$ cat src/rtl/field_threshold_regulator_map.svh
/*
 * Register map, field positions, reset values and voltage figures for the
 * field threshold and regulator register slice.
 * Assumes word-aligned 32-bit bus access; byte address = 4 * index.
 */
`ifndef FIELD_THRESHOLD_REGULATOR_MAP_SVH
`define FIELD_THRESHOLD_REGULATOR_MAP_SVH

// Register indices; both spaces share 2B, while 2C is decoded in space A only.
`define IDX_OFF_THRESH 8'h2B
`define IDX_DRV_TIMING 8'h2B
`define IDX_REG_CTRL 8'h2C
`define IDX_SPACE_SEL 8'h30
`define IDX_STATUS 8'h31

// Threshold register fields.
`define THR_PEER_MSB 6
`define THR_PEER_LSB 4
`define THR_COLL_MSB 3
`define THR_COLL_LSB 0
`define THR_RESET 8'h33
`define THR_MASK 8'h7F

// Regulator control fields.
`define REG_SRC_BIT 7
`define REG_CODE_MSB 6
`define REG_CODE_LSB 3
`define REG_MEAS_MSB 2
`define REG_MEAS_LSB 0
`define REG_CTRL_RESET 8'h00

// Regulated voltages in millivolts.
`define MV_5V_BASE 13'h0E10
`define MV_3V3_BASE 13'h076C
`define MV_3V3_MIN 13'h0960
`define MV_STEP 13'h0064
`define MV_DA_5V 13'h0D48
`define CODE_3V3_MIN 4'h5

`endif

$ cat src/rtl/field_threshold_regulator_pkg.sv
/*
 * Types for the field threshold and regulator register slice.
 * Assumes nothing beyond the map header for numbers.
 */
package field_threshold_regulator_pkg;
    // Which of the two register spaces the bus currently sees.
    typedef enum logic {SPACE_A, SPACE_B} reg_space_e;
    // Supply chosen for the measure command.
    typedef enum logic [2:0] {
        MEAS_MAIN, MEAS_ANALOG, MEAS_DIGITAL, MEAS_RF,
        MEAS_AM, MEAS_TX, MEAS_RSVD6, MEAS_RSVD7
    } meas_src_e;
    typedef logic [7:0] reg_byte_t;
    typedef logic [12:0] millivolt_t;
endpackage

$ cat src/rtl/field_threshold_regulator_regs.sv
/*
 * Field detector deactivation thresholds, driver timing readout and
 * regulator voltage control, reached over a classic Wishbone slave.
 * Space A holds the writable threshold and regulator control words; space B
 * shows the live driver timing display at the threshold's index. A small
 * space select word and a status word sit beside them at indices 30h and 31h.
 * Every decoded setting leaves through a flip-flop, one clock after its cause.
 *
 * Assumes a synchronous master on i_mclk, 32-bit words, and the analog
 * side sampling the decoded outputs as static levels. Only the low byte
 * of a word is stored, and only sel[0] lets a write through. The
 * activation register that the collision range must match lives outside
 * and arrives here as a level. Driver timing inputs are taken as
 * synchronous to i_mclk; no resynchronisation is done here.
 */
// Chosen here: the Wishbone register port.
// Operation
// - Space A index 2Bh is read-write threshold register, bit 7 zero.
// - Bits 6..4 hold peer detect code, reset 011, 75 to 800 mVpp.
// - Bits 3..0 collision code, reset 0011, top bit picks fine range.
// - Space B index 2Bh reads driver timing display, read-only.
// - Display upper nibble reports driver transient ratio.
// - Display low bits report timing class; bit 3 reserved.
// - Space A index 2Ch is regulator control, resets to zero.
// - Bit 7 picks adjust-command result or written voltage code.
// - Bits 6..3 voltage code; digital/analog fixed 3.4 V or track RF.
// - Bits 2..0 select measured supply; 110 and 111 reserved.
// - Code maps 3.6-5.1 V in 5 V mode, 2.4-3.4 V in 3.3 V mode.
`timescale 1ns/10ps
`include "field_threshold_regulator_map.svh"

module field_threshold_regulator_regs #(
    parameter int ADR_W = 10
) (
    // Clock and reset.
    input wire logic i_mclk,
    input wire logic i_rst_n,
    // Wishbone slave.
    input wire logic i_wb_cyc,
    input wire logic i_wb_stb,
    input wire logic i_wb_we,
    input wire logic [ADR_W-1:0] i_wb_adr,
    input wire logic [3:0] i_wb_sel,
    input wire logic [31:0] i_wb_dat,
    output logic [31:0] o_wb_dat,
    output logic o_wb_ack,
    // Driver timing measurement from the transmitter.
    input wire logic [3:0] i_drv_ratio,
    input wire logic [2:0] i_drv_class,
    // Regulator context.
    input wire logic [3:0] i_adjust_code,
    input wire logic i_mode_5v,
    input wire logic i_act_fine_range,
    // Field detector settings.
    output logic [2:0] o_peer_detect_off_level,
    output logic [3:0] o_collision_avoid_off_level,
    output logic [9:0] o_peer_off_mvpp,
    output logic [9:0] o_coll_off_mvpp,
    output logic o_fine_range_mismatch,
    // Regulator settings.
    output logic [3:0] o_rf_reg_code,
    output field_threshold_regulator_pkg::millivolt_t o_rf_reg_mv,
    output field_threshold_regulator_pkg::millivolt_t o_da_reg_mv,
    output field_threshold_regulator_pkg::meas_src_e o_meas_src,
    output logic o_meas_src_valid
);
    import field_threshold_regulator_pkg::*;

    // Stored register contents and the latched bank choice.
    reg_byte_t thr_r;
    reg_byte_t reg_ctrl_r;
    reg_byte_t drv_disp_r;
    reg_space_e space_r;
    // Bus answer registers; read data is refreshed every cycle.
    logic ack_r;
    logic [31:0] rdat_r;

    // Bus decode: index is the word address.
    wire logic [7:0] idx;
    wire logic req;
    wire logic commit;
    wire logic wr_ok;
    wire logic hit_thr;
    wire logic hit_drv;
    wire logic hit_ctrl;
    wire logic hit_space;
    wire logic hit_status;
    assign idx = i_wb_adr[9:2];
    assign req = i_wb_cyc & i_wb_stb;
    // Writes land on the edge where the master sees ack, never earlier.
    // Ack drops after one cycle but rises again while the request stays high, so a stalled master writes again.
    assign commit = req & ack_r;
    // Byte lane 0 carries the whole register; other lanes alone write nothing.
    assign wr_ok = commit & i_wb_we & i_wb_sel[0];

    // Register hits; the bank choice decides who answers at 2Bh and 2Ch.
    assign hit_thr = (idx == `IDX_OFF_THRESH) & (space_r == SPACE_A);
    assign hit_drv = (idx == `IDX_DRV_TIMING) & (space_r == SPACE_B);
    assign hit_ctrl = (idx == `IDX_REG_CTRL) & (space_r == SPACE_A);
    assign hit_space = idx == `IDX_SPACE_SEL;
    assign hit_status = idx == `IDX_STATUS;

    // Field extraction.
    wire logic [2:0] peer_code;
    wire logic [3:0] coll_code;
    wire logic reg_src_ext;
    wire logic [3:0] ext_code;
    wire logic [2:0] meas_code;
    assign peer_code = thr_r[`THR_PEER_MSB:`THR_PEER_LSB];
    assign coll_code = thr_r[`THR_COLL_MSB:`THR_COLL_LSB];

    // Regulator control fields.
    assign reg_src_ext = reg_ctrl_r[`REG_SRC_BIT];
    assign ext_code = reg_ctrl_r[`REG_CODE_MSB:`REG_CODE_LSB];
    assign meas_code = reg_ctrl_r[`REG_MEAS_MSB:`REG_MEAS_LSB];

    // Status and bank words carry one live bit each; the rest reads zero.
    wire reg_byte_t space_byte;
    wire reg_byte_t status_byte;
    wire logic fine_mismatch;
    assign fine_mismatch = coll_code[3] ^ i_act_fine_range;
    assign space_byte = {7'h00, space_r == SPACE_B};
    assign status_byte = {7'h00, fine_mismatch};

    // Read mux; unmapped words, and space B index 2Ch, read as zero.
    // A priority chain is safe here because at most one hit is ever high.
    wire reg_byte_t rd_byte;
    assign rd_byte = hit_thr ? thr_r :
                     hit_drv ? drv_disp_r :
                     hit_ctrl ? reg_ctrl_r :
                     hit_space ? space_byte :
                     hit_status ? status_byte :
                     8'h00;

    // Threshold lookup, coarse table shared by both codes.
    // Values are in mVpp and ascend with the code.
    function automatic logic [9:0] coarse_mvpp(input logic [2:0] c);
        logic [9:0] v;
        v = 10'h000;
        unique case (c)
            3'h0: v = 10'h04B;
            3'h1: v = 10'h069;
            3'h2: v = 10'h096;
            3'h3: v = 10'h0CD;
            3'h4: v = 10'h122;
            3'h5: v = 10'h190;
            3'h6: v = 10'h230;
            3'h7: v = 10'h320;
        endcase
        return v;
    endfunction

    // Fine collision range for codes with the top bit set.
    // It trades top-end reach for resolution near the weak-field end.
    function automatic logic [9:0] fine_mvpp(input logic [2:0] c);
        logic [9:0] v;
        v = 10'h000;
        unique case (c)
            3'h0: v = 10'h019;
            3'h1: v = 10'h021;
            3'h2: v = 10'h02F;
            3'h3: v = 10'h040;
            3'h4: v = 10'h05A;
            3'h5: v = 10'h07D;
            3'h6: v = 10'h0AF;
            3'h7: v = 10'h0FA;
        endcase
        return v;
    endfunction

    wire logic [9:0] peer_mv;
    wire logic [9:0] coll_mv;
    assign peer_mv = coarse_mvpp(peer_code);
    assign coll_mv = coll_code[3] ? fine_mvpp(coll_code[2:0])
                                  : coarse_mvpp(coll_code[2:0]);

    // Regulator code source and voltage mapping.
    wire logic [3:0] rf_code;
    wire millivolt_t step_mv;
    wire millivolt_t rf_mv_5v;
    wire millivolt_t rf_mv_3v3;
    wire millivolt_t rf_mv;
    wire millivolt_t da_mv;
    assign rf_code = reg_src_ext ? ext_code : i_adjust_code;
    // One code step is 100 mV in either supply mode; the base differs, and 3.3 V mode also clamps low codes.
    assign step_mv = 13'(rf_code * `MV_STEP);
    assign rf_mv_5v = 13'(`MV_5V_BASE + step_mv);
    // Codes below 0101 have no 3.3 V figure; clamp to the lowest one.
    assign rf_mv_3v3 = (rf_code < `CODE_3V3_MIN) ? `MV_3V3_MIN
                                                 : 13'(`MV_3V3_BASE + step_mv);
    assign rf_mv = i_mode_5v ? rf_mv_5v : rf_mv_3v3;
    // Digital and analog rails are pinned in 5 V mode and follow RF otherwise.
    assign da_mv = i_mode_5v ? `MV_DA_5V : rf_mv;

    // Measure source; reserved codes flagged so the command can refuse them.
    // Reserved codes are kept as written so a read returns them unchanged.
    wire logic meas_ok;
    assign meas_ok = meas_code < 3'h6;

    // Bus handshake: ack one cycle after the request, dropped after one.
    // Read data is loaded on the request edge, so it stands during ack.
    always_ff @(posedge i_mclk or negedge i_rst_n) begin
        if (!i_rst_n) begin
            ack_r <= 1'b0;
            rdat_r <= 32'h0000_0000;
        end else begin
            ack_r <= req & ~ack_r;
            rdat_r <= {24'h00_0000, rd_byte};
        end
    end

    // Threshold register; bit 7 is never stored.
    // Masking on write keeps the reserved bit at zero with no read gating.
    always_ff @(posedge i_mclk or negedge i_rst_n) begin
        if (!i_rst_n) begin
            thr_r <= `THR_RESET;
        end else if (wr_ok & hit_thr) begin
            thr_r <= i_wb_dat[7:0] & `THR_MASK;
        end
    end

    // Regulator control register; all bits writable.
    // Reserved measure codes are stored; the measure path refuses them.
    always_ff @(posedge i_mclk or negedge i_rst_n) begin
        if (!i_rst_n) begin
            reg_ctrl_r <= `REG_CTRL_RESET;
        end else if (wr_ok & hit_ctrl) begin
            reg_ctrl_r <= i_wb_dat[7:0];
        end
    end

    // Space select; writes to space B 2Bh fall through as ignored.
    // Only bit 0 is kept; the bank choice applies from the next request.
    always_ff @(posedge i_mclk or negedge i_rst_n) begin
        if (!i_rst_n) begin
            space_r <= SPACE_A;
        end else if (wr_ok & hit_space) begin
            space_r <= i_wb_dat[0] ? SPACE_B : SPACE_A;
        end
    end

    // Driver timing display sampled every cycle; bit 3 held at zero.
    // The readout follows the transmitter live, so two reads may differ.
    always_ff @(posedge i_mclk or negedge i_rst_n) begin
        if (!i_rst_n) begin
            drv_disp_r <= 8'h00;
        end else begin
            drv_disp_r <= {i_drv_ratio, 1'b0, i_drv_class};
        end
    end

    // Raw field copies to the analog side, registered.
    // Registering them keeps decode glitches away from the analog inputs.
    always_ff @(posedge i_mclk or negedge i_rst_n) begin
        if (!i_rst_n) begin
            o_peer_detect_off_level <= 3'h0;
            o_collision_avoid_off_level <= 4'h0;
            o_fine_range_mismatch <= 1'b0;
        end else begin
            o_peer_detect_off_level <= peer_code;
            o_collision_avoid_off_level <= coll_code;
            o_fine_range_mismatch <= fine_mismatch;
        end
    end

    // Threshold voltages in mVpp, registered from the lookup tables.
    always_ff @(posedge i_mclk or negedge i_rst_n) begin
        if (!i_rst_n) begin
            o_peer_off_mvpp <= 10'h000;
            o_coll_off_mvpp <= 10'h000;
        end else begin
            o_peer_off_mvpp <= peer_mv;
            o_coll_off_mvpp <= coll_mv;
        end
    end

    // Regulator code and rails, registered.
    // Switching supply mode moves the rails only at the next clock edge.
    always_ff @(posedge i_mclk or negedge i_rst_n) begin
        if (!i_rst_n) begin
            o_rf_reg_code <= 4'h0;
            o_rf_reg_mv <= 13'h0000;
            o_da_reg_mv <= 13'h0000;
        end else begin
            o_rf_reg_code <= rf_code;
            o_rf_reg_mv <= rf_mv;
            o_da_reg_mv <= da_mv;
        end
    end

    // Measure source and its validity flag, registered.
    always_ff @(posedge i_mclk or negedge i_rst_n) begin
        if (!i_rst_n) begin
            o_meas_src <= MEAS_MAIN;
            o_meas_src_valid <= 1'b0;
        end else begin
            o_meas_src <= meas_src_e'(meas_code);
            o_meas_src_valid <= meas_ok;
        end
    end

    // Bus outputs come straight from their flip-flops.
    assign o_wb_ack = ack_r;
    assign o_wb_dat = rdat_r;
endmodule

$ cat config.mk
export PLATFORM = sky130hd
export DESIGN_NAME = field_threshold_regulator_regs
export DESIGN_NICKNAME = d
export VERILOG_FILES = /design/src/rtl/field_threshold_regulator_pkg.sv /design/src/rtl/field_threshold_regulator_regs.sv
export VERILOG_INCLUDE_DIRS = /design/src /design/src/rtl
export SDC_FILE = /design/constraint.sdc
export NUM_CORES = 1
export LEC_CHECK = 0
export BUFFER_PORTS_ARGS = -buffer_cell sky130_fd_sc_hd__buf_2
export CORE_ASPECT_RATIO = 0.5
export CORE_UTILIZATION = 33
export DETAILED_ROUTE_END_ITERATION = 7
export HOLD_SLACK_MARGIN = 0.02
export MAX_ROUTING_LAYER = met4
export SYNTH_ARGS = -nofsm -noshare
export SYNTH_HDL_FRONTEND = slang
export SYNTH_SLANG_ARGS = --single-unit
$ cat constraint.sdc
create_clock -name i_mclk -period 9.35 [get_ports i_mclk]
set_clock_uncertainty 0.1 [all_clocks]
set_input_delay 0.4675 -clock i_mclk [delete_from_list [all_inputs] [get_ports i_mclk]]
set_output_delay 0.4675 -clock i_mclk [all_outputs]
set_load 0.02 [all_outputs]
## Word-level counts from Yosys, hierarchy flattened

Memory sizes are Yosys's and may differ from the RTL's. A register that Yosys moved wholly into a read port is not among the register bits.
Index checks and enable logic that the tools add are counted.

- Output and inout bits: 95
- Flip-flop bits (word level): 84
- Input bits: 64
- ROM bits: 224
- Memories kept: 3

- Bitwise gates (word level): 14
- Multipliers: 1
- Reductions and logical operators: 1
- Equal/unequal tests: 4
- Add/subtract/negate cells: 2
- Multiplexer cells: 11
- Order comparisons: 2

Memories:

| memory | depth | bits a word | rd ports | clocked after Yosys merged registers in | wr ports | line | source |
|---|---|---|---|---|---|---|---|
| (name not given) | 8 | 10 | 1 | 0 | 0 | field_threshold_regulator_regs.sv:140 | `unique case (c)` |
| (name not given) | 8 | 10 | 1 | 1 | 0 | field_threshold_regulator_regs.sv:140 |  |
| (name not given) | 8 | 8 | 1 | 0 | 0 | field_threshold_regulator_regs.sv:158 | `unique case (c)` |

Operators with widths:

| cell | count |
|---|---|
| == test 8 x 6 -> 1 bit (second input constant) | 4 |
| 2-to-1 mux 13 bit | 2 |
| 2-to-1 mux 8 bit | 3 |
| adder 12 x 11 -> 13 bit (first input constant) | 1 |
| adder 11 x 11 -> 12 bit (first input constant) | 1 |
| 2-to-1 mux 12 bit | 1 |
| bitwise AND 1 bit | 11 |
| 2-to-1 mux 10 bit | 1 |
| multiplier 4 x 5 -> 9 bit (second input constant) | 1 |
| less-than comparator 4 x 3 -> 1 bit (second input constant) | 1 |
| 2-to-1 mux 4 bit | 1 |
| less-than comparator 3 bit (second input constant) | 1 |
| 2-to-1 mux 1 bit | 3 |
| NOT 1 bit | 2 |
| zero test 1 bit | 1 |
| bitwise XOR 1 bit | 1 |

## Logic depth before layout (Yosys ltp)

Gate-level depths: netlist of run 1.

- Depth after elaboration: 6
- Depth in mapped cells: 12
- Gate-level depth less buffers: 11

## Worst setup path after synthesis of run 1

No wires, ideal clock.

- Path type: register to register
- Start point: register reg_ctrl_r[7]
- End point: register o_rf_reg_mv[10]
- Cell stages (with the launch flop): 13
- Path slack: 6.327 ns
- Library setup time: 0.118 ns
- Path buffers: 2
- Arrival: 2.805 ns
- Period minus slack after synthesis: 3.023 ns
- Cells stage by stage: dfrtp_1 buf_2 mux2i_1 inv_1 ha_1 inv_1 fa_1 clkbuf_1 nand3_1 nor2_1 nor2_1 xor2_1 a21o_1

- Longest elaborated chain between the ends: 5
- Elaborated cells on any way between the ends: 7
- Classes of those cells: add/sub (2); mul (1); order compare (1); mux (3)

RTL lines:

| element | line | source |
|---|---|---|
| start, declared | field_threshold_regulator_regs.sv:71 | `reg_byte_t reg_ctrl_r;` |
| start signal, assigned | field_threshold_regulator_regs.sv:226 | `` reg_ctrl_r <= `REG_CTRL_RESET; `` |
| start signal, assigned | field_threshold_regulator_regs.sv:228 | `reg_ctrl_r <= i_wb_dat[7:0];` |
| 2-to-1 mux 4 bit * | field_threshold_regulator_regs.sv:184 | `assign rf_code = reg_src_ext ? ext_code : i_adjust_code;` |
| net rf_code[2] | field_threshold_regulator_regs.sv:178 | `wire logic [3:0] rf_code;` |
| multiplier 4 x 5 -> 9 bit (no line) | - |  |
| adder 11 x 11 -> 12 bit (no line) | - |  |
| 2-to-1 mux 12 bit | field_threshold_regulator_regs.sv:189 | `` assign rf_mv_3v3 = (rf_code < `CODE_3V3_MIN) ? `MV_3V3_MIN `` |
| 2-to-1 mux 13 bit * | field_threshold_regulator_regs.sv:191 | `assign rf_mv = i_mode_5v ? rf_mv_5v : rf_mv_3v3;` |
| net rf_mv[10] | field_threshold_regulator_regs.sv:182 | `wire millivolt_t rf_mv;` |
| end signal, assigned | field_threshold_regulator_regs.sv:286 | `o_rf_reg_mv <= rf_mv;` |
| end, declared | field_threshold_regulator_regs.sv:62 | `output field_threshold_regulator_pkg::millivolt_t o_rf_reg_mv,` |

Mark *: on every way through the listed nets, which the timed path passes. The rest lies on a longest branch.
A chain may end at the register's enable or synchronous reset.

## Worst setup path after layout of run 1

- Start point: register reg_ctrl_r[7]
- End point: register o_da_reg_mv[10]

- Longest elaborated chain between the ends: 6
- Elaborated cells on any way between the ends: 8
- Classes of those cells: add/sub (2); mul (1); order compare (1); mux (4)

RTL lines:

| element | line | source |
|---|---|---|
| 2-to-1 mux 4 bit * | field_threshold_regulator_regs.sv:184 |  |
| net rf_code[2] | field_threshold_regulator_regs.sv:178 |  |
| multiplier 4 x 5 -> 9 bit (no line) | - |  |
| adder 11 x 11 -> 12 bit (no line) | - |  |
| 2-to-1 mux 12 bit | field_threshold_regulator_regs.sv:189 |  |
| 2-to-1 mux 13 bit * | field_threshold_regulator_regs.sv:191 |  |
| 2-to-1 mux 13 bit * | field_threshold_regulator_regs.sv:193 | `` assign da_mv = i_mode_5v ? `MV_DA_5V : rf_mv; `` |
| net da_mv[10] | field_threshold_regulator_regs.sv:183 | `wire millivolt_t da_mv;` |
| end signal, assigned | field_threshold_regulator_regs.sv:287 | `o_da_reg_mv <= da_mv;` |
| end, declared | field_threshold_regulator_regs.sv:63 | `output field_threshold_regulator_pkg::millivolt_t o_da_reg_mv,` |

Marked as above.

==> results of run 1 <==
[where the power goes]
part / internal [W] / switching, W / total, W
clock: 0.000214 / 0.000139 / 0.000352
sequential: 0.000396 / 0.00000371 / 0.000400
combinational: 0.0000415 / 0.0000784 / 0.000120
total: 0.000651 / 0.000221 / 0.000872
[worst paths after layout]
| kind | end | cells past startpoint |
|---|---|---|
| worst max-delay path | o_da_reg_mv[10]$_DFF_PN0_ | 10 |
| worst min-delay path | drv_disp_r[4]$_DFF_PN0_ | 1 |
| worst max register to register | o_da_reg_mv[10]$_DFF_PN0_ | 10 |
| worst min register to register | o_meas_src[0]$_DFF_PN0_ | 0 |
| max in group asynchronous | o_meas_src[1]$_DFF_PN0_ | 3 |
| min in group asynchronous | o_da_reg_mv[12]$_DFF_PN0_ | 2 |
[cell usage in the layout, fill, tap and decap left out, types with 2 or more instances in the layout]
cell	instances
nor2_1	20
nand3_1	4
ha_1	24
or2_2	2
nand2_1	21
buf_4	2
a31oi_1	3
a21oi_1	10
dfrtp_1	84
a21o_1	6
o21ai_0	11
o22ai_1	4
a22o_1	3
nor3_1	2
buf_2	100
and2_1	2
mux2i_1	4
dfstp_2	4
mux2_4	14
nor2b_1	5
clkinv_2	2
xor2_1	4
clkbuf_16	9
inv_1	19
a22oi_1	6
nand2b_1	9
mux2_2	3
a2bb2oi_1	3
xnor2_1	10
conb_1	29
[metrics by stage]
step / std cells / utilization / cell area [µm²]
6_report: 616 / 0.413 / 4980
5_1_grt: 616 / 0.413 / 4980
4_1_cts: 616 / 0.413 / 4980
3_5_place_dp: 599 / 0.388 / 4670
3_3_place_gp: 599 / 0.388 / 4670
2_1_floorplan: 372 / - / 4260
[flip-flops by register name, indices dropped and copies added (netlist names)]
register / count
o_da_reg_mv: 11
o_rf_reg_mv: 11
o_coll_off_mvpp: 10
o_peer_off_mvpp: 8
o_wb_dat: 8
reg_ctrl_r: 8
drv_disp_r: 7
thr_r: 7
o_collision_avoid_off_level: 4
o_rf_reg_code: 4
o_meas_src: 3
o_peer_detect_off_level: 3
o_fine_range_mismatch: 1
o_meas_src_valid: 1
o_wb_ack: 1
space_r: 1
[area by class of cell]
type / count / area share
tap: 165 / 0.0414
clock inverter: 5 / 0.0113
multi-input combinational: 224 / 0.335
sequential: 88 / 0.443
inverter: 20 / 0.0151
clock buffer: 11 / 0.0487
timing repair buffer: 103 / 0.105
[routing by layer]
| layer | global-route usage | up-vias |
|---|---|---|
| met5 | - | - |
| met2 | 0.238 | 63 |
| met1 | 0.146 | 1274 |
| li1 | - | 1311 |
| met3 | 0.0429 | 9 |
| met4 | 0.0462 | 0 |
[critical path: cells and delay by family (launching register included)]
family	cells	cell delay [ps]
xor+xnor	1	250
buf+inv	2	350
simple gates	2	430
flops	1	490
fa+ha+maj	2	840
compound gates	1	190
mux	2	650
[cells by family after synthesis]
| family | Yosys count | synth area share |
|---|---|---|
| AO/OA/AOI/OAI | 57 | 0.0930 |
| XOR/XNOR | 14 | 0.0295 |
| adder cells (fa/ha/maj) | 25 | 0.0770 |
| buffers and inverters | 60 | 0.0933 |
| flip-flops | 88 | 0.531 |
| multiplexers | 22 | 0.0737 |
| other | 1 | 0.000902 |
| AND/OR/NAND/NOR | 77 | 0.102 |
==> reports/qor.csv, run 1 <==
metric,value,unit
outcome,completed,
relative max-transition margin,0.337,
setup TNS,0,ps
met1 WL,3.35,mm
area grow syn2layout,19.8,%
PortBufs,101,
crit path time final,3410,ps
Row Count,28,
"Slew Viols, Final",0,
effective utilization at floorplan,0.345,
DR WL/cell,12.7,µm
CP max FO,7,
critical path launch point,reg_ctrl_r[7]$_DFFE_PN0P_,
Die W,161,µm
fraction of layout cells with a size suffix above 1,0.333,
Final setup violation count,0,
total grt overflow,0,
RSZ-0062 raised after global routing,no,
largest net degree at the start of global routing,82,
first-pass GRT wire length,13.0,mm
"EDFF count, synth",0,
iteration-0 DRC count of the detailed router,131,
DRC violations left,0,
fillers,1186,
Syn Area/Cell,12.1,µm²
crit-path cells,"mux2i_1, inv_1, ha_1, inv_1, fa_1, a31oi_1, xnor2_1, nand2b_1, mux2i_1, or2_2",
CTS HTree Levels,3,
post-synthesis async set-or-reset flop share,1.00,
met3 wire len,322,µm
most instantiated cells after synthesis,"dfrtp_1 (84), buf_4 (30), ha_1 (24)",
"setup slack, reg-to-reg",5940,ps
required time of the critical path,9470,ps
Yosys reg bits,88,
vias per cell,4.31,
Die Footprint,0.0131,mm²
YS warnings,0,
Critical Path Source Type,flip-flop,
pre-CTS setup slack,5930,ps
final hold viol count,0,
Worst-Margin Slew,994,ps
Synth cell types,58,
cts hold-fix bufs,1,
Multi-input gate area,0.00167,mm²
RR Startpoint,reg_ctrl_r[7]$_DFFE_PN0P_,
CP Class,flip-flop to flip-flop,
All-Layer GR Usage,0.135,
Static Leakage,2.56,nW
WL final,7.82,mm
CTS buffer count,9,
cell area power density,175,mW/mm²
top_reg_cell synth,dfrtp_1,
Worst setup EP type,flip-flop,
Via Count,2657,
CTS tree,built,
max layer used,met4,
crit path DAT,3530,ps
Clock Path Buffers,2,
worst hold slack,137,ps
"CTS clk-pin slew, worst paths",60,ps
HPWL after DPL,5.87,mm
clock latency on the worst-skew pair,330,ps
CTS resizes,0,
Critical Path Max Stage Delay,570,ps
Reg area,0.00221,mm²
Post-Syn Instances,344,
Sink Count,88,
Worst Hold Class,input pin to flip-flop,
Area contributors post-synth,"dfrtp_1 (51%), ha_1 (7.2%), buf_4 (5.4%)",
initial antenna violation count,0,
Worst Min Path Start,i_drv_ratio[0],
max_cap viols,0,
die height,81.4,µm
FMAX,293,MHz
Routed Antenna Nets,0,
Final nets,535,
DRT Pass-1 Iters,4,
Final Wtd Congestion,0.818,
"slowest stage cell, crit path",mux2i_1,
Ports,159,
Power Total,0.000872,W
core area,0.0121,mm²
area fraction of the dominant cell type after synthesis,0.505,
fin crit share,0.365,
post-route setup slack,5940,ps
sequential share of the synthesized area,0.531,
Synth area leader,dfrtp_1,
postcts setup bufs,0,
WL met2,4.04,mm
Post-Syn Area,0.00416,mm²
vias in the first global route,2638,
most frequent cell after synthesis,dfrtp_1,
Max IR drop VDD,0.0922,mV
Diodes inserted,0,
Clk Tree Root Cell,clkbuf_16,
No activity file was read; power rests on OpenSTA's default activity.
==> run 2, diff against run 1 <==
clock period = 2.9 ns   (was 9.35 ns; I/O delays follow)
==> reports/qor.csv, run 2 (synthesized netlist as in run 1, its figures left out) <==
metric,value,unit,change
Cells after DPL,616,,+2.8%
PortBufs,101,,unchanged
Diodes inserted,0,,unchanged
CP Class,flip-flop to flip-flop,,
total grt overflow,0,,unchanged
DRC violations left,0,,unchanged
pre-CTS setup slack,-12.6,ps,-5940 ps
first-pass GRT wire length,12.9,mm,-0.27%
CTS buffer count,9,,unchanged
core area,0.0121,mm²,unchanged
final core utilization,0.451,,+0.0374
Final nets,571,,+6.7%
"commonest non-fill, non-tap cells in the layout","buf_2 (100), dfrtp_1 (83), conb_1 (29)",,
fraction of layout cells with a size suffix above 1,0.370,,+0.0370
Via Count,2810,,+5.8%
outcome,completed,,
Worst setup EP type,flip-flop,,
DRT Pass-1 Iters,5,,+1
required time of the critical path,3030,ps,-6440 ps
leading registers by flop count,"o_da_reg_mv (11), o_rf_reg_mv (11), o_coll_off_mvpp (10)",,
WL final,8.22,mm,+5.1%
largest net degree at the start of global routing,89,,+8.5%
final hold viol count,0,,unchanged
CTS tree,built,,
setup TNS,0,ps,unchanged
Die Footprint,0.0131,mm²,unchanged
Row Count,28,,unchanged
max_cap viols,0,,unchanged
Worst Hold Class,input pin to flip-flop,,
Non-Filler Instances,652,,+5.8%
Final Wtd Congestion,0.831,,+1.7%
"setup slack, reg-to-reg",100,ps,-5830 ps
"Slew Viols, Final",0,,unchanged
relative max-transition margin,0.280,,-0.0567
Clock Path Buffers,2,,unchanged
effective utilization at floorplan,0.345,,unchanged
iteration-0 DRC count of the detailed router,115,,-12%
CP endpoint,o_da_reg_mv[10]$_DFF_PN0_,,
RSZ-0062 raised after global routing,no,,
crit path DAT,2920,ps,-610 ps
critical path launch point,reg_ctrl_r[7]$_DFFE_PN0P_,,
Final setup violation count,0,,unchanged
R2R Path End,o_da_reg_mv[10]$_DFF_PN0_,,
Critical Path Source Type,flip-flop,,
vias in the first global route,2633,,-0.19%
"most common cell after layout, fill and taps aside",buf_2,,
All-Layer GR Usage,0.135,,+0.000227
initial antenna violation count,0,,unchanged
Static Leakage,2.75,nW,+7.4%
CTS HTree Levels,3,,unchanged
Placed Instance Area,0.00481,mm²,+2.9%
die height,81.4,µm,unchanged
Ports,159,,unchanged
Sink Count,88,,unchanged
Max IR drop VDD,0.273,mV,+200%
cell area power density,563,mW/mm²,+220%
Die W,161,µm,unchanged
area grow syn2layout,30.6,%,
R2R depth,10,,unchanged
RR Startpoint,reg_ctrl_r[7]$_DFFE_PN0P_,,
post-route setup slack,102,ps,-5830 ps
crit path time final,2800,ps,-617 ps
CP max FO,5,,-2
Routed Antenna Nets,0,,unchanged
HPWL after DPL,5.95,mm,+1.3%
Final Cell Area,0.00543,mm²,+9.0%
Clk Tree Root Cell,clkbuf_16,,
DR WL/cell,12.6,µm,-0.74%
FMAX,357,MHz,+22%
clock latency on the worst-skew pair,340,ps,about the same
fin crit share,0.965,,+0.600
Worst-Margin Slew,1080,ps,+85.0 ps
vias per cell,4.31,,about the same
"CTS clk-pin slew, worst paths",70,ps,about the same
-- run 2: changes by cell type in the layout (fill, tap and decap cells not counted), sizes merged, moves of 2 or more --
cell,previous run,this run
buf,102,120
bufinv,1,3
clkbuf,11,9
clkinv,4,2
dlygate4sd3,1,19
-- run 2: routing by layer --
metal	wire (µm)	vias to the layer above	GRT usage	part of all wire
met2	4120	78	0.229	0.50
met4	169	0	0.0642	0.021
met1	3600	1338	0.153	0.44
li1	-	1376	-	-
met3	332	18	0.0327	0.040
met5	0	-	-	0
-- run 2: power by group --
group          switching (W)  internal, W  leakage, nW
registers          0.0000117      0.00128         1.08
logic               0.000270     0.000188         1.51
clock network       0.000472     0.000843        0.162
total               0.000754      0.00231         2.75
-- run 2: critical path, cell delays in order, from the launching register on --
cell and delay [ps]:
dfrtp_2 420, mux2_2 380, buf_4 160, ha_1 220, ha_2 190, ha_4 280, a21bo_2 230, o22a_1 230
nand3_1 110, mux2i_1 100, or2_2 280
-- run 2: cell type report --
class | instances | area (µm²)
multi-input cells | 224 | 1760
clock buffers | 9 | 225
flip-flops and latches | 88 | 2210
repair buffers | 139 | 841
inverters | 20 | 75.1
clock inverters | 7 | 119
well taps | 165 | 206
fillers | 1161 | 6620
-- run 2: per-stage QoR --
step / total power (W) / hold slack [ps]
floorplan: 0.00160 / -251
global placement: 0.00173 / 154
detailed placement: 0.00173 / 155
CTS: 0.00307 / 24.9
global route: 0.00319 / 25.7
finish: 0.00306 / 41.6
-- run 2: worst min-delay path by stage --
stage                                      endpoint            from  slack, ps  cells past startpoint
after floorplan             drv_disp_r[0]$_DFF_PN0_         i_rst_n       -250                      0
final                     o_rf_reg_mv[12]$_DFF_PN0_       i_mode_5v         40                      2
after global placement      drv_disp_r[5]$_DFF_PN0_  i_drv_ratio[1]        150                      1
after CTS                 o_rf_reg_mv[12]$_DFF_PN0_       i_mode_5v         20                      2
after global routing      o_rf_reg_mv[12]$_DFF_PN0_       i_mode_5v         30                      2
after detailed placement    drv_disp_r[4]$_DFF_PN0_  i_drv_ratio[0]        150                      1
-- run 2: repair_timing --
item / CTS / global route
endpoints found under the setup margin: 1 / 5
setup buffers: 1 / 0
pin swaps: 1 / 3
hold endpoints to repair: 109 / 0
hold buffers: 19 / 0
resized for setup: 3 / 11
